`src/core/cilsu_pkg.sv`:
```
// Constants and types for the compact load/store unit
// Function
// RULE_01: Byte accesses add zero-extended 5-bit offset to base register.
// RULE_02: Signed byte load sign-extends data; unsigned byte load zero-extends.
// RULE_03: Halfword offset shifted left one; signed/unsigned halfword extension.
// RULE_04: Halfword access with address bit 0 set raises address error.
// RULE_05: Register-based word load scales offset by four; sign-extends in 64-bit mode.
// RULE_06: Word access with either low address bit set raises address error.
// RULE_07: PC word load clears two low PC bits, adds 8-bit offset times four.
// RULE_08: Stack word access adds 8-bit offset times four to stack pointer.
// RULE_09: Unsigned word load zero-extends data; offset scaled by four.
// RULE_10: Unsigned word and doubleword ops in 32-bit user/supervisor raise reserved.
// RULE_11: Register or stack doubleword access scales 5-bit offset by eight.
// RULE_12: Doubleword access with any of three low bits set raises address error.
// RULE_13: PC doubleword load clears three low PC bits, adds 5-bit offset times eight.
// RULE_14: Return-address doubleword store uses 8-bit offset times eight, writes 64 bits.
// RULE_15: Byte store writes only the low byte of the data register.
// RULE_16: Halfword store writes only the low halfword of the data register.
// RULE_17: Return-address word store writes that register; 8-bit offset times four.
// RULE_18: Doubleword store writes the full 64-bit data register.
// RULE_19: PC-relative base is the instruction's exception return PC.
// RULE_20: Extended form replaces short offset with signed 16-bit offset.
// RULE_21: Faulting access makes no memory access and no register write.
// RULE_22: Stack word load checks both low address bits for alignment.
`default_nettype none

package cilsu_pkg;

	// ==========================================================
	// Widths
	localparam int unsigned XLEN = 64;
	localparam int unsigned IMM_SHORT_W = 8;
	localparam int unsigned IMM_NARROW_W = 5;
	localparam int unsigned IMM_EXT_W = 16;
	localparam int unsigned LANES = 8;

	// ==========================================================
	// Offset scaling shifts per access size
	localparam logic [1:0] SCALE_BYTE = 2'h0;
	localparam logic [1:0] SCALE_HALF = 2'h1;
	localparam logic [1:0] SCALE_WORD = 2'h2;
	localparam logic [1:0] SCALE_DWORD = 2'h3;

	// Low address bits that must be zero, also the PC clear mask
	localparam logic [2:0] ALIGN_BYTE = 3'h0;
	localparam logic [2:0] ALIGN_HALF = 3'h1;
	localparam logic [2:0] ALIGN_WORD = 3'h3;
	localparam logic [2:0] ALIGN_DWORD = 3'h7;

	// Byte lane masks before shifting to the addressed lane
	localparam logic [7:0] LANES_BYTE = 8'h01;
	localparam logic [7:0] LANES_HALF = 8'h03;
	localparam logic [7:0] LANES_WORD = 8'h0f;
	localparam logic [7:0] LANES_DWORD = 8'hff;

	// ==========================================================
	// Types
	typedef enum logic [3:0] {
		load_byte_signed,
		load_byte_unsigned,
		load_halfword_signed,
		load_halfword_unsigned,
		load_word,
		load_word_unsigned,
		load_doubleword,
		store_byte,
		store_halfword,
		store_word,
		store_doubleword
	} cilsu_op_t;

	typedef enum logic [1:0] {
		base_general,
		base_stack,
		base_pc
	} cilsu_base_t;

	typedef enum logic {
		st_idle,
		st_wait_load
	} cilsu_state_t;

endpackage

`default_nettype wire

```
`src/core/cilsu_agen_if.sv`:
```
// Signals between the load/store control and its address generator
`default_nettype none

interface cilsu_agen_if;
	logic [cilsu_pkg::XLEN-1:0] base;
	logic [cilsu_pkg::IMM_SHORT_W-1:0] short_imm;
	logic wide;
	logic extended;
	logic [cilsu_pkg::IMM_EXT_W-1:0] ext_imm;
	logic [1:0] scale;
	logic [2:0] align;
	logic pc_rel;
	logic [cilsu_pkg::XLEN-1:0] addr;
	logic misaligned;

	modport ctrl (output base, short_imm, wide, extended, ext_imm, scale, align, pc_rel, input addr, misaligned);
	modport agen (input base, short_imm, wide, extended, ext_imm, scale, align, pc_rel, output addr, misaligned);
endinterface

`default_nettype wire

```
`src/core/cilsu_lsu.sv`:
```
// Load/store unit for the compact instruction set
`default_nettype none

module cilsu_lsu (
	input wire logic clk_i,
	input wire logic reset_i,
	// Request from decode
	input wire logic req_valid_i,
	input wire cilsu_pkg::cilsu_op_t req_op_i,
	input wire cilsu_pkg::cilsu_base_t req_base_i,
	input wire logic req_src_ra_i,
	input wire logic [7:0] req_imm_i,
	input wire logic req_extended_i,
	input wire logic [15:0] req_ext_imm_i,
	input wire logic mode64_i,
	input wire logic kernel_i,
	input wire logic [63:0] base_register_i,
	input wire logic [63:0] stack_pointer_register_i,
	input wire logic [63:0] exception_return_pc_i,
	input wire logic [63:0] data_register_field_i,
	input wire logic [63:0] return_address_register_i,
	output logic req_ready_o,
	// Data memory path
	output logic mem_valid_o,
	output logic mem_write_o,
	output logic [63:0] mem_addr_o,
	output logic [7:0] mem_byte_en_o,
	output logic [63:0] mem_wdata_o,
	input wire logic mem_rvalid_i,
	input wire logic [63:0] mem_rdata_i,
	// Write-back and exceptions
	output logic wb_valid_o,
	output logic [63:0] wb_data_o,
	output logic addr_error_o,
	output logic reserved_instr_o,
	output logic [63:0] bad_vaddr_o
);

	// ==========================================================
	// Address generator
	cilsu_agen_if ag ();

	cilsu_agen u_agen (
		.port(ag.agen)
	);

	// ==========================================================
	// Decode of the requested operation
	logic [1:0] scale;
	logic [2:0] align;
	logic [7:0] lanes;
	logic is_load;
	logic is_signed;
	logic only64;
	logic reserved;
	logic accept;
	logic [63:0] src_data;

	always_comb begin
		scale = cilsu_pkg::SCALE_BYTE;
		is_load = 1'b0;
		is_signed = 1'b0;
		only64 = 1'b0;
		case (req_op_i)
			cilsu_pkg::load_byte_signed: begin
				is_load = 1'b1;
				is_signed = 1'b1;
			end
			cilsu_pkg::load_byte_unsigned: begin
				is_load = 1'b1;
			end
			cilsu_pkg::load_halfword_signed: begin
				scale = cilsu_pkg::SCALE_HALF;
				is_load = 1'b1;
				is_signed = 1'b1;
			end
			cilsu_pkg::load_halfword_unsigned: begin
				scale = cilsu_pkg::SCALE_HALF;
				is_load = 1'b1;
			end
			cilsu_pkg::load_word: begin
				scale = cilsu_pkg::SCALE_WORD;
				is_load = 1'b1;
				is_signed = 1'b1;
			end
			cilsu_pkg::load_word_unsigned: begin
				scale = cilsu_pkg::SCALE_WORD;
				is_load = 1'b1;
				only64 = 1'b1; // RULE_10
			end
			cilsu_pkg::load_doubleword: begin
				scale = cilsu_pkg::SCALE_DWORD;
				is_load = 1'b1;
				only64 = 1'b1; // RULE_10
			end
			cilsu_pkg::store_byte: begin
				scale = cilsu_pkg::SCALE_BYTE;
			end
			cilsu_pkg::store_halfword: begin
				scale = cilsu_pkg::SCALE_HALF;
			end
			cilsu_pkg::store_word: begin
				scale = cilsu_pkg::SCALE_WORD;
			end
			cilsu_pkg::store_doubleword: begin
				scale = cilsu_pkg::SCALE_DWORD;
				only64 = 1'b1; // RULE_10
			end
			default: begin
				scale = cilsu_pkg::SCALE_BYTE;
			end
		endcase
		case (scale)
			cilsu_pkg::SCALE_HALF: begin
				align = cilsu_pkg::ALIGN_HALF;
				lanes = cilsu_pkg::LANES_HALF;
			end
			cilsu_pkg::SCALE_WORD: begin
				align = cilsu_pkg::ALIGN_WORD;
				lanes = cilsu_pkg::LANES_WORD;
			end
			cilsu_pkg::SCALE_DWORD: begin
				align = cilsu_pkg::ALIGN_DWORD;
				lanes = cilsu_pkg::LANES_DWORD;
			end
			default: begin
				align = cilsu_pkg::ALIGN_BYTE;
				lanes = cilsu_pkg::LANES_BYTE;
			end
		endcase
		reserved = only64 && !mode64_i && !kernel_i; // RULE_10
	end

	// Address generator inputs: base choice and offset width
	always_comb begin
		case (req_base_i)
			cilsu_pkg::base_stack: ag.base = stack_pointer_register_i; // RULE_08 RULE_11
			cilsu_pkg::base_pc: ag.base = exception_return_pc_i; // RULE_19
			default: ag.base = base_register_i;
		endcase
		ag.pc_rel = (req_base_i == cilsu_pkg::base_pc);
		ag.wide = ((scale == cilsu_pkg::SCALE_WORD) && (req_base_i != cilsu_pkg::base_general))
			|| ((req_op_i == cilsu_pkg::store_doubleword) && req_src_ra_i); // RULE_07 RULE_14 RULE_17
		ag.short_imm = req_imm_i;
		ag.extended = req_extended_i;
		ag.ext_imm = req_ext_imm_i;
		ag.scale = scale;
		ag.align = align;
		src_data = req_src_ra_i ? return_address_register_i : data_register_field_i; // RULE_14 RULE_17
	end

	// ==========================================================
	// Control and memory request state
	cilsu_pkg::cilsu_state_t state_reg, state_next;
	logic ready_reg, ready_next;
	logic mem_valid_reg, mem_valid_next;
	logic mem_write_reg, mem_write_next;
	logic [63:0] mem_addr_reg, mem_addr_next;
	logic [7:0] mem_be_reg, mem_be_next;
	logic [63:0] mem_wdata_reg, mem_wdata_next;
	logic addr_err_reg, addr_err_next;
	logic resv_reg, resv_next;
	logic [63:0] bad_reg, bad_next;
	logic [1:0] scale_reg, scale_next;
	logic [2:0] align_reg, align_next;
	logic signed_reg, signed_next;
	logic mode64_reg, mode64_next;
	logic wb_valid_reg, wb_valid_next;
	logic [63:0] wb_data_reg, wb_data_next;
	logic [63:0] rd_shift;

	assign accept = ready_reg && req_valid_i;

	// Next state: exceptions first, then issue, then load return
	always_comb begin
		state_next = state_reg;
		ready_next = ready_reg;
		mem_valid_next = 1'b0;
		mem_write_next = mem_write_reg;
		mem_addr_next = mem_addr_reg;
		mem_be_next = mem_be_reg;
		mem_wdata_next = mem_wdata_reg;
		addr_err_next = 1'b0;
		resv_next = 1'b0;
		bad_next = bad_reg;
		scale_next = scale_reg;
		align_next = align_reg;
		signed_next = signed_reg;
		mode64_next = mode64_reg;
		wb_valid_next = 1'b0;
		wb_data_next = wb_data_reg;
		rd_shift = mem_rdata_i >> {mem_addr_reg[2:0], 3'h0};
		case (state_reg)
			cilsu_pkg::st_idle: begin
				if (accept) begin
					scale_next = scale;
					align_next = align;
					signed_next = is_signed;
					mode64_next = mode64_i;
					if (reserved) begin
						resv_next = 1'b1; // RULE_10 RULE_21
					end else if (ag.misaligned) begin
						addr_err_next = 1'b1; // RULE_04 RULE_06 RULE_12 RULE_21 RULE_22
						bad_next = ag.addr;
					end else begin
						mem_valid_next = 1'b1;
						mem_write_next = !is_load;
						mem_addr_next = ag.addr;
						mem_be_next = 8'(lanes << ag.addr[2:0]); // RULE_15 RULE_16 RULE_18
						mem_wdata_next = src_data << {ag.addr[2:0], 3'h0}; // RULE_15 RULE_16 RULE_18
						if (is_load) begin
							state_next = cilsu_pkg::st_wait_load;
							ready_next = 1'b0;
						end
					end
				end
			end
			cilsu_pkg::st_wait_load: begin
				if (mem_rvalid_i) begin
					wb_valid_next = 1'b1;
					ready_next = 1'b1;
					state_next = cilsu_pkg::st_idle;
					case (scale_reg)
						cilsu_pkg::SCALE_BYTE: wb_data_next = signed_reg ? {{56{rd_shift[7]}}, rd_shift[7:0]}
							: {{56{1'b0}}, rd_shift[7:0]}; // RULE_02
						cilsu_pkg::SCALE_HALF: wb_data_next = signed_reg ? {{48{rd_shift[15]}}, rd_shift[15:0]}
							: {{48{1'b0}}, rd_shift[15:0]}; // RULE_03
						cilsu_pkg::SCALE_WORD: wb_data_next = (signed_reg && mode64_reg)
							? {{32{rd_shift[31]}}, rd_shift[31:0]} : {{32{1'b0}}, rd_shift[31:0]}; // RULE_05 RULE_09
						default: wb_data_next = rd_shift;
					endcase
				end
			end
			default: begin
				state_next = cilsu_pkg::st_idle;
				ready_next = 1'b1;
			end
		endcase
	end

	// Register all state
	always_ff @(posedge clk_i or posedge reset_i) begin
		if (reset_i) begin
			state_reg <= cilsu_pkg::st_idle;
			ready_reg <= 1'b1;
			mem_valid_reg <= 1'b0;
			mem_write_reg <= 1'b0;
			mem_addr_reg <= 64'h0000_0000_0000_0000;
			mem_be_reg <= 8'h00;
			mem_wdata_reg <= 64'h0000_0000_0000_0000;
			addr_err_reg <= 1'b0;
			resv_reg <= 1'b0;
			bad_reg <= 64'h0000_0000_0000_0000;
			scale_reg <= cilsu_pkg::SCALE_BYTE;
			align_reg <= cilsu_pkg::ALIGN_BYTE;
			signed_reg <= 1'b0;
			mode64_reg <= 1'b0;
			wb_valid_reg <= 1'b0;
			wb_data_reg <= 64'h0000_0000_0000_0000;
		end else begin
			state_reg <= state_next;
			ready_reg <= ready_next;
			mem_valid_reg <= mem_valid_next;
			mem_write_reg <= mem_write_next;
			mem_addr_reg <= mem_addr_next;
			mem_be_reg <= mem_be_next;
			mem_wdata_reg <= mem_wdata_next;
			addr_err_reg <= addr_err_next;
			resv_reg <= resv_next;
			bad_reg <= bad_next;
			scale_reg <= scale_next;
			align_reg <= align_next;
			signed_reg <= signed_next;
			mode64_reg <= mode64_next;
			wb_valid_reg <= wb_valid_next;
			wb_data_reg <= wb_data_next;
		end
	end

	// Outputs straight from flops
	assign req_ready_o = ready_reg;
	assign mem_valid_o = mem_valid_reg;
	assign mem_write_o = mem_write_reg;
	assign mem_addr_o = mem_addr_reg;
	assign mem_byte_en_o = mem_be_reg;
	assign mem_wdata_o = mem_wdata_reg;
	assign wb_valid_o = wb_valid_reg;
	assign wb_data_o = wb_data_reg;
	assign addr_error_o = addr_err_reg;
	assign reserved_instr_o = resv_reg;
	assign bad_vaddr_o = bad_reg;

	// ==========================================================
	// Assertions
	logic [63:0] imm5_zx;
	assign imm5_zx = {{59{1'b0}}, req_imm_i[4:0]};

	a_reserved_blocks: assert property (@(posedge clk_i) disable iff (reset_i) // RULE_10
		accept && reserved |=> reserved_instr_o && !mem_valid_o && !addr_error_o)
		else $error("reserved op not trapped");
	a_issue_aligned: assert property (@(posedge clk_i) disable iff (reset_i) // RULE_12
		mem_valid_o |-> ((mem_addr_o[2:0] & align_reg) == 3'h0))
		else $error("misaligned access issued");
	a_error_misaligned: assert property (@(posedge clk_i) disable iff (reset_i) // RULE_04
		addr_error_o |-> ((bad_vaddr_o[2:0] & align_reg) != 3'h0) && !mem_valid_o)
		else $error("address error on aligned address");
	a_byte_store_lane: assert property (@(posedge clk_i) disable iff (reset_i) // RULE_15
		mem_valid_o && mem_write_o && (scale_reg == cilsu_pkg::SCALE_BYTE) |-> $onehot(mem_byte_en_o))
		else $error("byte store enables wrong lanes");
	a_half_store_lanes: assert property (@(posedge clk_i) disable iff (reset_i) // RULE_16
		mem_valid_o && mem_write_o && (scale_reg == cilsu_pkg::SCALE_HALF) |-> ($countones(mem_byte_en_o) == 2))
		else $error("halfword store enables wrong lanes");
	a_dword_store_full: assert property (@(posedge clk_i) disable iff (reset_i) // RULE_18
		accept && !reserved && !ag.misaligned && (req_op_i == cilsu_pkg::store_doubleword)
		|=> (mem_byte_en_o == 8'hff) && (mem_wdata_o == $past(src_data)))
		else $error("doubleword store not full width");
	a_load_writeback: assert property (@(posedge clk_i) disable iff (reset_i) // RULE_02
		(state_reg == cilsu_pkg::st_wait_load) && mem_rvalid_i |=> wb_valid_o ##1 !wb_valid_o)
		else $error("load data not written back");
	a_byte_sign_ext: assert property (@(posedge clk_i) disable iff (reset_i) // RULE_02
		wb_valid_o && (scale_reg == cilsu_pkg::SCALE_BYTE) |->
		(wb_data_o[63:8] == (signed_reg ? {56{wb_data_o[7]}} : {56{1'b0}})))
		else $error("byte load extension wrong");
	a_byte_addr_sum: assert property (@(posedge clk_i) disable iff (reset_i) // RULE_01
		accept && !reserved && !req_extended_i && (scale == cilsu_pkg::SCALE_BYTE)
		&& (req_base_i == cilsu_pkg::base_general)
		|=> mem_valid_o && (mem_addr_o == $past(base_register_i) + $past(imm5_zx)))
		else $error("byte address sum wrong");

endmodule

`default_nettype wire

```
`src/core/cilsu_agen.sv`:
```
// Virtual address generation and alignment check
`default_nettype none

module cilsu_agen (
	cilsu_agen_if.agen port
);

	logic [cilsu_pkg::XLEN-1:0] offs;
	logic [cilsu_pkg::XLEN-1:0] base_m;
	logic [cilsu_pkg::XLEN-1:0] short_zx;

	// Offset forming, base masking and sum
	always_comb begin
		if (port.wide) begin
			short_zx = {{(cilsu_pkg::XLEN-cilsu_pkg::IMM_SHORT_W){1'b0}}, port.short_imm}; // RULE_07 RULE_08 RULE_14 RULE_17
		end else begin
			short_zx = {{(cilsu_pkg::XLEN-cilsu_pkg::IMM_NARROW_W){1'b0}}, port.short_imm[cilsu_pkg::IMM_NARROW_W-1:0]}; // RULE_01
		end
		if (port.extended) begin
			offs = {{(cilsu_pkg::XLEN-cilsu_pkg::IMM_EXT_W){port.ext_imm[cilsu_pkg::IMM_EXT_W-1]}}, port.ext_imm}; // RULE_20
		end else begin
			offs = short_zx << port.scale; // RULE_03 RULE_05 RULE_09 RULE_11
		end
		if (port.pc_rel) begin
			base_m = port.base & ~{{(cilsu_pkg::XLEN-3){1'b0}}, port.align}; // RULE_07 RULE_13
		end else begin
			base_m = port.base;
		end
		port.addr = base_m + offs;
		port.misaligned = |(port.addr[2:0] & port.align); // RULE_04 RULE_06 RULE_12 RULE_22
	end

endmodule

`default_nettype wire

```
`config.mk`:
```
export PLATFORM = sky130hd
export DESIGN_NAME = cilsu_lsu
export DESIGN_NICKNAME = d
export VERILOG_FILES = /design/src/core/cilsu_pkg.sv /design/src/core/cilsu_agen_if.sv /design/src/core/cilsu_lsu.sv /design/src/core/cilsu_agen.sv
export SDC_FILE = /design/constraint.sdc
export NUM_CORES = 1
export LEC_CHECK = 0
export BUFFER_PORTS_ARGS = -buffer_cell sky130_fd_sc_hd__buf_4
export CORE_ASPECT_RATIO = 1.1
export CORE_MARGIN = 2
export CORE_UTILIZATION = 25
export DETAILED_ROUTE_END_ITERATION = 8
export GPL_ROUTABILITY_DRIVEN = 0
export GPL_TIMING_DRIVEN = 0
export HOLD_SLACK_MARGIN = 0.06
export PLACE_DENSITY = 0.56
export SETUP_SLACK_MARGIN = 0.05
export SKIP_CTS_REPAIR_TIMING = 1
export SYNTH_ARGS = -nofsm -noshare
export SYNTH_HDL_FRONTEND = slang
export SYNTH_HIERARCHICAL = 1
export SYNTH_SLANG_ARGS = --single-unit
```
`constraint.sdc`:
```
create_clock -name clk_i -period 16.35 [get_ports clk_i]
set_clock_uncertainty 0.15 [all_clocks]
set_input_delay 4.905 -clock clk_i [delete_from_list [all_inputs] [get_ports clk_i]]
set_output_delay 4.905 -clock clk_i [all_outputs]
set_load 0.05 [all_outputs]
```
After elaboration in Yosys (flattened, before gate mapping)
Cells that the tools add are included.
{"block": "word_totals", "register_bits": 275, "out_inout_bits": 270, "wordCells": 112, "inputBits": 422}
{"block": "classes", "n_addsub": 1, "n_bitwise": 6, "eq_ne": 21, "shifts": 4, "n_reduce_logical": 25, "muxes": 40}
{"cell": "$mux W64", "n": 6}
{"cell": "$pmux W64 S3", "n": 1}
{"cell": "$pmux W64 S2", "n": 1}
{"cell": "$add A64 B64 Y64", "n": 1}
{"cell": "$and A64 B64 Y64", "n": 1}
{"cell": "$not A3 Y64", "n": 1}
{"cell": "$shl A64 B6 Y64", "n": 1}
{"cell": "$shl A8 B2 Y64", "n": 1}
{"cell": "$shr A64 B6 Y64", "n": 1}
{"cell": "$mux W1", "n": 26}
{"cell": "$pmux W8 S3", "n": 1}
{"cell": "$reduce_or A3 Y1", "n": 5}
{"cell": "$eq A4 B3 Y1 const B", "n": 3}
{"cell": "$eq A4 B4 Y1 const B", "n": 3}
{"cell": "$ne A2 B2 Y1 const B", "n": 5}
{"cell": "$pmux W3 S3", "n": 1}
{"cell": "$eq A2 B2 Y1 const B", "n": 4}
{"cell": "$eq A4 B2 Y1 const B", "n": 2}
{"cell": "$mux W8", "n": 1}
{"cell": "$reduce_and A4 Y1", "n": 2}
{"cell": "$shl A8 B3 Y8", "n": 1}
{"cell": "$reduce_or A7 Y1", "n": 1}
{"cell": "$eq A2 B1 Y1 const B", "n": 3}
{"cell": "$logic_and A1 B1 Y1", "n": 6}
{"cell": "other kinds (13)", "n": 19}

Longest topological paths before layout
Gate-level depths: netlist of the first run.
{"block": "logic_depth", "depth_word": 16, "depth_mapped": 22, "ltp_nobuf": 20}

Hierarchy
Netlist of the first run, hierarchy kept.
{"mod": "cilsu_lsu", "cells_per_inst": 1740, "area_per_inst_um2": 15687.5, "n_inst": 1, "seq_area_each_um2": 6882.9}
{"mod": "cilsu_agen", "cells_per_inst": 615, "area_per_inst_um2": 4090.2, "n_inst": 1, "seq_area_each_um2": 0.0}

Worst setup path before layout of the first run
No wires, ideal clock.
{"block": "synth_path", "kind": "input -> register", "startpoint": "input req_op_i[1]", "endpoint": "register bad_reg[60], in the netlist bad_vaddr_o[60]", "stages": 19, "path_slack_ps": 7082, "path_buffers": 2, "setup_time_ps": 125, "arrival_time_ps": 8993, "t_required_ps": 16075, "cell_sequence": "clkbuf_1 nor2b_1 nor2_1 a2bb2oi_1 inv_1 clkbuf_1 mux2_2 o21ai_0 o21ai_0 ha_1 a21o_1 a221o_1 a211oi_2 a211oi_1 or2_1 a211o_1 a2111oi_2 and4b_1 mux2_2"}
{"block": "synth_via", "elab_cells_between_ends": 34, "classes_between": "add/sub (1); eq/ne (11); shift (1); mux (6); bitwise (4); reduce/logical (11)"}
{"element": "from (decl)", "line": "cilsu_lsu.sv:9", "rtl": "input wire cilsu_pkg::cilsu_op_t req_op_i,"}
{"element": "$eq A4 B3 Y1 (tied with other cells)", "line": "cilsu_lsu.sv:64", "rtl": "case (req_op_i)"}
{"element": "$reduce_or A3 Y1 (no source line) or $reduce_or A2 Y1 (tied branches)"}
{"element": "$pmux W2 S3 (*)", "line": "cilsu_lsu.sv:64"}
{"element": "named net ag.scale[0]", "line": "cilsu_agen_if.sv:10", "rtl": "logic [1:0] scale;"}
{"element": "$eq A2 B2 Y1", "line": "cilsu_lsu.sv:113, cilsu_lsu.sv:142"}
{"element": "$logic_and A1 B1 Y1", "line": "cilsu_lsu.sv:142", "rtl": "ag.wide = ((scale == cilsu_pkg::SCALE_WORD) && (req_base_i != cilsu_pkg::base_general))"}
{"element": "$logic_or A1 B1 Y1", "line": "cilsu_lsu.sv:143", "rtl": "|| ((req_op_i == cilsu_pkg::store_doubleword) && req_src_ra_i);"}
{"element": "$mux W8", "line": "cilsu_agen.sv:14", "rtl": "if (port.wide) begin"}
{"element": "$shl A8 B2 Y64", "line": "cilsu_agen.sv:22", "rtl": "offs = short_zx << port.scale;"}
{"element": "$mux W64", "line": "cilsu_agen.sv:19", "rtl": "if (port.extended) begin"}
{"element": "$add A64 B64 Y64 (*)", "line": "cilsu_agen.sv:29", "rtl": "port.addr = base_m + offs;"}
{"element": "named net ag.addr, one bit", "line": "cilsu_agen_if.sv:13", "rtl": "logic [cilsu_pkg::XLEN-1:0] addr;"}
{"element": "to (signal assigned)", "line": "cilsu_lsu.sv:270", "rtl": "bad_reg <= bad_next;"}
{"element": "to (decl)", "line": "cilsu_lsu.sv:163", "rtl": "logic [63:0] bad_reg, bad_next;"}
The timed path passes the listed nets; every way through them passes the cells marked *.
A chain may end at the register's enable or synchronous reset.

Worst setup path after layout of the first run
{"block": "layout_path", "startpoint": "input req_base_i[0]", "endpoint": "register mem_addr_reg[6], in the netlist mem_addr_o[6]"}
{"block": "layout_via", "elab_cells_between_ends": 16, "classes_between": "add/sub (1); eq/ne (2); shift (1); mux (4); bitwise (3); reduce/logical (5)"}
{"element": "from (decl)", "line": "cilsu_lsu.sv:10", "rtl": "input wire cilsu_pkg::cilsu_base_t req_base_i,"}
{"element": "$eq A2 B2 Y1 (*)", "line": "cilsu_lsu.sv:141", "rtl": "ag.pc_rel = (req_base_i == cilsu_pkg::base_pc);"}
{"element": "named net ag.pc_rel", "line": "cilsu_agen_if.sv:12", "rtl": "logic pc_rel;"}
{"element": "$pmux W64 S2 (*)", "line": "cilsu_lsu.sv:136", "rtl": "case (req_base_i)"}
{"element": "named net ag.base, one bit", "line": "cilsu_agen_if.sv:5", "rtl": "logic [cilsu_pkg::XLEN-1:0] base;"}
{"element": "$and A64 B64 Y64", "line": "cilsu_agen.sv:25", "rtl": "base_m = port.base & ~{{(cilsu_pkg::XLEN-3){1'b0}}, port.align};"}
{"element": "$mux W64 (*)", "line": "cilsu_agen.sv:24", "rtl": "if (port.pc_rel) begin"}
{"element": "$add A64 B64 Y64 (*)", "line": "cilsu_agen.sv:29"}
{"element": "named net ag.addr, one bit", "line": "cilsu_agen_if.sv:13"}
{"element": "$and A3 B3 Y3 (*)", "line": "cilsu_agen.sv:30", "rtl": "port.misaligned = |(port.addr[2:0] & port.align);"}
{"element": "$reduce_or A3 Y1 (*)", "line": "cilsu_agen.sv:30"}
{"element": "named net ag.misaligned", "line": "cilsu_agen_if.sv:14", "rtl": "logic misaligned;"}
{"element": "$not A1 Y1 (no source line) (*)"}
{"element": "$reduce_and A4 Y1 (no source line) (*)"}
{"element": "to (signal assigned)", "line": "cilsu_lsu.sv:265", "rtl": "mem_addr_reg <= mem_addr_next;"}
{"element": "to (decl)", "line": "cilsu_lsu.sv:158", "rtl": "logic [63:0] mem_addr_reg, mem_addr_next;"}
Marks and branches as above.

==> results.ini, run 1 <==
[run_status]
status = finished, final reports clean

[clock_tree]
clkLatencyLatePin_ns = 0.55
cts_tree = done
cts.path.max_buffers = 3
cts_buffers = 35
htree_levels = 2
clockRootBuffer = clkbuf_16
clk_pin_slew_worst_paths_ns = 0.06
cts.sinks = 275

[power]
powerDensity_mw_per_mm2 = 196.3
clock_power_share_pct = 15.8
p_int_mw = 2.538
p_leak_nw = 12.76
p_sw_mw = 2.873
pwr-share-seq_pct = 22.3
comb_power_share_pct = 61.9
vdd_drop_max_mv = 0.1334
swShare_pct = 53.09

[sta]
relSlewSlack_pct = 12.06
clock.fmax_ghz = 0.09074
fin_setup_tns_ns = 0
hold_viol = 0
finalCritPeriodShare_pct = 67.40
final_max_slew_viol_count = 0
worst_pin_slew_ns = 1.319
fin_crit_ns = 11.02
grt_setup_unrepaired = false
setup_viol = 0
finalWorstSetupSlack_ns = 5.330

[floorplanning]
core_mm2 = 0.07865
initial_utilization_pct = 25.15
die_y_um = 299.0
die_w_um = 272.2
fp.dieArea_mm2 = 0.08138
rows = 108
pin_count = 692

[synth]
seq_area_frac_synth_pct = 34.80
synthCells = 2355
ys.flop_type = dfrtp_1
syn_nets = 2844
ys_ff_latch = 275
synth_edf_count = 0
syn_avg_cell_area_um2 = 8.398
synth_cell_types = 82
ys_warn_count = 6
synthesis.area_mm2 = 0.01978
synthArstFlopShare_pct = 100.0

[global_routing]
antenna_found_initial = 16
gr-max-usage-layer = met2
grt_pass1_vias = 21601
use_met1_pct = 30.43
use_met3_pct = 4.837
grtUsageTotal_pct = 25.33
overflow = 0
grt_use_met2_pct = 43.60
grt_max_degree = 103
grt_pass1_wl_mm = 151.1

[drt]
viasPerCell = 5.327
routedWlPerCell_um = 26.00
antenna_left = 0
vias = 22149
wl_mm = 108.1
drt_iter0_drc = 2312
dr.pass1.iters = 8
drc = 0

[placed_design]
pre_cts_ws_ns = 4.751
place_hpwl_mm = 88.81
port_buffers = 687

[min_path]
hold_depth = 2
hold_path_class = flop to flop

[setup_path]
cp.required_ns = 16.68
timing.critical_path.arrival_ns = 11.35
reg2reg_depth = 7
regToRegSetupSlack_ns = 12.96
critical_path_class = input pin to flop
critPathBufInv = 7
crit_path_top_delay_cell = clkbuf_1
critPathMaxStageDelay_ns = 1.03
path_depth = 18
worst_setup_path_end_kind = flop
path_common_cell = clkbuf_1
path_cells = buf_4 -> inv_1 -> ha_1 -> clkbuf_1 -> clkbuf_1 -> a22oi_1 -> a21oi_1 -> a21boi_0 -> fa_1 -> xor2_1 -> a222oi_1 -> inv_1 -> nor2_1 -> o31ai_2 -> clkbuf_1 -> buf_1 -> nand2_1 -> nand2_1
start_kind = input pin
crit_family = buffers and inverters
critPathMaxFanout = 10

[job]
drv_cap = 0

[final_layout]
drive_gt1_share_pct = 30.10
layout.nets = 3570
final_util_pct = 35.05
syn2layout_area_growth_pct = 39.37
nFillCells = 8513

## kinds of logic after synthesis
family                     after synthesis  synth area share [%]
and+or+nand+nor                        820                 17.81
AOI/OAI and AO/OA                      684                 22.46
DFF                                    275                 34.80
muxes                                  229                 13.48
buffers and inverters                  220                 4.511
adders and majority gates               67                 4.277
xor gates and xnor gates                60                 2.657
## power groups by stage
stage	combinational, mW	sequential [mW]	clock, mW
after floorplan	1.08	2.25	0
after global placement	3.31	1.21	0
after detailed placement	3.32	1.21	0
after CTS	3.33	1.20	0.876
after global routing	3.50	1.24	0.899
final	3.35	1.20	0.856
## cells in the mapped netlist, drive strengths merged (27+ instances only)
cell,n,area share [%]
o21ai,118,3.0
buf,50,1.3
a22oi,70,2.7
o31ai,27,1.1
inv,39,0.74
clkbuf,131,2.5
ha,66,4.2
mux2i,92,4.7
a21oi,196,5.0
a211oi,30,1.2
nand2,424,8.0
xnor2,39,1.7
a31oi,62,2.0
dfrtp,274,35
mux2,120,6.9
nor2,211,4.0
nor2b,28,0.89
## layout make-up
type | instances | area [um^2] | share of cell area [%]
Multi-Input combinational cell | 1860 | 12000 | 43.55
Inverter | 39 | 153.9 | 0.5583
Antenna cell | 7 | 17.52 | 0.06355
Tap cell | 1045 | 1308 | 4.744
Timing Repair Buffer | 689 | 5213 | 18.91
Buffer | 181 | 745.7 | 2.705
Sequential cell | 275 | 6883 | 24.97
Clock buffer | 50 | 1033 | 3.749
Clock inverter | 12 | 207.7 | 0.7535
## tightest hold or removal path: cells and delay by family, from the launching register on
kind             cells  cell delay, ns
flip-flops           1            0.34
AND/OR/NAND/NOR      1            0.05
AO/OA/AOI/OAI        1            0.05
## per-layer routing
layer / routed length [um] / part of all wire (%)
met1: 41640 / 39
met2: 52690 / 49
met4: 5541 / 5.1
met5: 13 / 0.012
met3: 8218 / 7.6
## through the flow
| stage | hold WS, ns | power (mW) | std cells | instance area (um^2) |
|---|---|---|---|---|
| 6_report | 0.3267 | 5.411 | 4158 | 27560 |
| 5_1_grt | 0.3439 | 5.634 | 4158 | 27560 |
| 4_1_cts | 0.3303 | 5.411 | 4151 | 27550 |
| 3_5_place_dp | 0.3149 | 4.535 | 4089 | 26310 |
| 3_3_place_gp | 0.3121 | 4.521 | 4087 | 26240 |
| 2_1_floorplan | 0.3283 | 3.330 | 2355 | 19780 |
## cells in the final DEF (no fill, tap or decap), types with 35 or more instances in the layout
cell         n
clkbuf_16   36
a31oi_1     62
mux2i_1     92
inv_1       35
xnor2_1     39
mux2_2     114
buf_4      687
dfrtp_1    274
ha_1        66
nand2_1    424
clkbuf_1   136
o21ai_0    116
a21oi_1    195
nor2_1     211
a22oi_1     70
## final timing paths
path / to / start
worst max-delay path: mem_addr_o[6] / req_base_i[0]
worst min-delay path: mem_wdata_o[24] / mem_wdata_o[24]
worst max register to register: mem_addr_o[6] / req_ready_o
worst min register to register: mem_wdata_o[24] / mem_wdata_o[24]
max in group asynchronous: mem_addr_o[14] / reset_i
min in group asynchronous: bad_vaddr_o[58] / reset_i
Power figures use the tool's default switching activity.
==> inputs of run 2 (changes only) <==
--- a/config.mk
+++ b/config.mk
@@ -5,6 +5,7 @@
 export SDC_FILE = /design/constraint.sdc
 export NUM_CORES = 1
 export LEC_CHECK = 0
+export ABC_AREA = 1
 export BUFFER_PORTS_ARGS = -buffer_cell sky130_fd_sc_hd__buf_4
 export CORE_ASPECT_RATIO = 1.1
 export CORE_MARGIN = 2
@@ -13,7 +14,7 @@
 export GPL_ROUTABILITY_DRIVEN = 0
 export GPL_TIMING_DRIVEN = 0
 export HOLD_SLACK_MARGIN = 0.06
-export PLACE_DENSITY = 0.56
+export PLACE_DENSITY = 0.55
 export SETUP_SLACK_MARGIN = 0.05
 export SKIP_CTS_REPAIR_TIMING = 1
 export SYNTH_ARGS = -nofsm -noshare
==> constraint.sdc (replaced) <==
create_clock -name clk_i -period 10.6 [get_ports clk_i]
set_clock_uncertainty 0.15 [all_clocks]
set_input_delay 3.18 -clock clk_i [delete_from_list [all_inputs] [get_ports clk_i]]
set_output_delay 3.18 -clock clk_i [all_outputs]
set_load 0.05 [all_outputs]
==> run 2 against run 1 <==
- critical path type unchanged
- global-route usage is essentially flat
- sequential power grew 53%
- wire length grew 12%
==> results.ini, run 2 <==
[global_routing]
antenna_found_initial = 3  ; -13
grt_pass1_wl_mm = 171.2  ; +13%
grt_max_degree = 49  ; -52%
grt_pass1_vias = 25919  ; +20%
overflow = 0  ; unchanged
grtUsageTotal_pct = 25.31  ; about the same

[clock_tree]
cts_buffers = 37  ; +5.7%
cts.sinks = 275  ; unchanged
cts.path.max_buffers = 3  ; unchanged
clk_pin_slew_worst_paths_ns = 0.06  ; about the same
cts_tree = done
clkLatencyLatePin_ns = 0.58  ; +0.03 ns
clockRootBuffer = clkbuf_16
htree_levels = 2  ; unchanged

[synth]
syn_avg_cell_area_um2 = 6.100  ; -27%
ys.flop_type = dfrtp_1
synth_top_area_share_pct = 30.61  ; -4.1 points
synthAdderAreaFrac_pct = 3.776  ; -0.50 points
ys_warn_count = 6  ; unchanged
synth_top_area_cell = dfrtp_1
synth-compound-area-share_pct = 12.31  ; -10 points
synth-simple-area-share_pct = 40.27  ; +22 points
synth_top_family_by_area = simple AND/OR/NAND/NOR gates
synthArstFlopShare_pct = 100.0  ; unchanged
synthCells = 3672  ; +56%
muxShareOfSynthArea_pct = 0.1787  ; -13 points
synth_edf_count = 0  ; unchanged
synthXorXnorAreaFrac_pct = 1.251  ; -1.4 points
ys_ff_latch = 275  ; unchanged
synth_cell_types = 50  ; -39%
synthesis.area_mm2 = 0.02240  ; +13%
synth_common_cells = nand2_1, inv_1, nor2_1
yosysMostFrequentCell = nand2_1
yosys-top-cells-area = dfrtp_1, nand2_1, inv_1
syn_nets = 4161  ; +46%
seq_area_frac_synth_pct = 30.73  ; -4.1 points

[final_layout]
syn2layout_area_growth_pct = 35.99
final_cells = 5607  ; +35%
mostFrequentLayoutCells = nand2_1, buf_4, inv_1, nor2_1, dfrtp_1
layout.nets = 4898  ; +37%
layout_commonest_cell = nand2_1
drive_gt1_share_pct = 22.80  ; -7.3 points
nFillCells = 9972  ; +17%

[drt]
vias = 27096  ; +22%
routedWlPerCell_um = 21.62  ; -17%
drt_iter0_drc = 2321  ; +0.39%
antenna_left = 0  ; unchanged
drc = 0  ; unchanged
viasPerCell = 4.833  ; -9.3%
dr.pass1.iters = 8  ; unchanged
wl_mm = 121.2  ; +12%

[setup_path]
timing.critical_path.arrival_ns = 9.44  ; -1.91 ns
start_kind = input pin
crit_family = buffers and inverters
critPathMaxStageDelay_ns = 1.05  ; +0.02 ns
worst_setup_path_end_kind = flop
critical_path_class = input pin to flop
critPathBufInv = 7  ; unchanged
reg2reg_depth = 11  ; +4
path_cells = buf_4 -> inv_1 -> ha_1 -> clkbuf_1 -> buf_1 -> nand2_1 -> a31oi_1 -> a21boi_0 -> ha_1 -> fa_1 -> xor2_1 -> inv_1 -> buf_2 -> nor2_1 -> inv_1 -> nor2_1 -> nor2_1 -> a21oi_1
cp.required_ns = 10.95  ; -5.73 ns
crit_path_top_delay_cell = xor2_1
path_depth = 18  ; unchanged
critPathMaxFanout = 10  ; unchanged

[power]
vdd_drop_max_mv = 0.1223  ; -8.3%
powerDensity_mw_per_mm2 = 277.2  ; +41%
fin_total_pwr_mw = 8.444  ; +56%
p_leak_nw = 16.66  ; +31%

[run_status]
status = finished, final reports clean

[floorplanning]
die_w_um = 289.4  ; +6.3%
initial_utilization_pct = 25.15  ; about the same
core_mm2 = 0.08907  ; +13%
rows = 115  ; +6.5%
die_y_um = 317.9  ; +6.3%
pin_count = 692  ; unchanged
fp.dieArea_mm2 = 0.09201  ; +13%

[sta]
setup_viol = 0  ; unchanged
clock.fmax_ghz = 0.1099
finalCritPeriodShare_pct = 85.81
fin_crit_ns = 9.096
fin_setup_tns_ns = 0  ; unchanged
relSlewSlack_pct = 10.38  ; -1.7 points
finalWorstSetupSlack_ns = 1.504  ; -3.826 ns
final_max_slew_viol_count = 0  ; unchanged
grt_setup_unrepaired = false
hold_viol = 0  ; unchanged
worst_pin_slew_ns = 1.340  ; +0.02062 ns
fin_hold_ws_ns = 0.3307  ; +0.003961 ns

[placed_design]
port_buffers = 691  ; +0.58%
place_hpwl_mm = 101.6  ; +14%
pre_cts_ws_ns = 0.9327  ; -3.818 ns
dp_cells = 5540  ; +35%

[job]
drv_cap = 0  ; unchanged

[min_path]
hold_path_class = flop to flop
hold_depth = 2  ; unchanged

run 2: cell count changes in the layout (fill, tap and decap cells not counted), moves of 77 or more:
| cell | before | now |
|---|---|---|
| mux2i_1 | 92 | 4 |
| nand3_1 | 22 | 232 |
| mux2_2 | 114 | 0 |
| a21oi_1 | 195 | 90 |
| o21ai_1 | 1 | 89 |
| clkbuf_1 | 136 | 59 |
| o21ai_0 | 116 | 193 |
| inv_1 | 35 | 434 |
| nand2_1 | 424 | 1438 |
| nor2_1 | 211 | 330 |
run 2: final timing paths:
path / from / endpoint / slack (ns)
worst max-delay path: req_base_i[0] / mem_wdata_o[39] / 1.50
worst min-delay path: mem_wdata_o[12] / mem_wdata_o[12] / 0.33
worst max register to register: mem_addr_o[1] / wb_data_o[52] / 7.95
worst min register to register: mem_wdata_o[12] / mem_wdata_o[12] / 0.33
max in group asynchronous: reset_i / mem_addr_o[52] / 5.91
min in group asynchronous: reset_i / wb_valid_o / 2.61
run 2: cell families after synthesis:
group / after synthesis
simple gates: 2169
buf+inv: 625
compound gates: 500
flops: 275
fa+ha+maj: 67
xor+xnor: 32
mux: 4
run 2: power by group:
part	total [mW]	switching (mW)	internal (mW)
sequential	1.83	0.312	1.52
combinational	5.26	3.84	1.43
clock	1.35	0.554	0.792
total	8.44	4.70	3.74
run 2: final cells by class:
cell class | instances | area (um^2) | share of cell area (%)
tap | 1170 | 1464 | 4.806
sequential | 275 | 6883 | 22.59
clock inverter | 21 | 281.5 | 0.9241
inverter | 463 | 1742 | 5.717
buffer | 162 | 834.6 | 2.740
clock buffer | 43 | 978.4 | 3.212
multi-input combinational | 2772 | 12940 | 42.49
antenna | 3 | 7.507 | 0.02464
timing repair buffer | 698 | 5328 | 17.49
run 2: metrics by stage:
stage	util (%)	cell area [um^2]
finish	34.20	30460
global route	34.19	30460
CTS	34.19	30460
detailed placement	32.78	29200
global placement	32.62	29060
floorplan	-	22400
run 2: layer usage:
| layer | part of all wire [%] | track usage [%] |
|---|---|---|
| met5 | 0.0099 | 0 |
| met4 | 4.9 | 10.94 |
| met3 | 8.8 | 5.459 |
| met2 | 47 | 42.63 |
| met1 | 40 | 30.81 |
run 2: worst min-delay path, delay by kind of cell (launching register included):
family | cells | cell delay [ns]
flip-flops | 1 | 0.34
AND/OR/NAND/NOR | 2 | 0.10
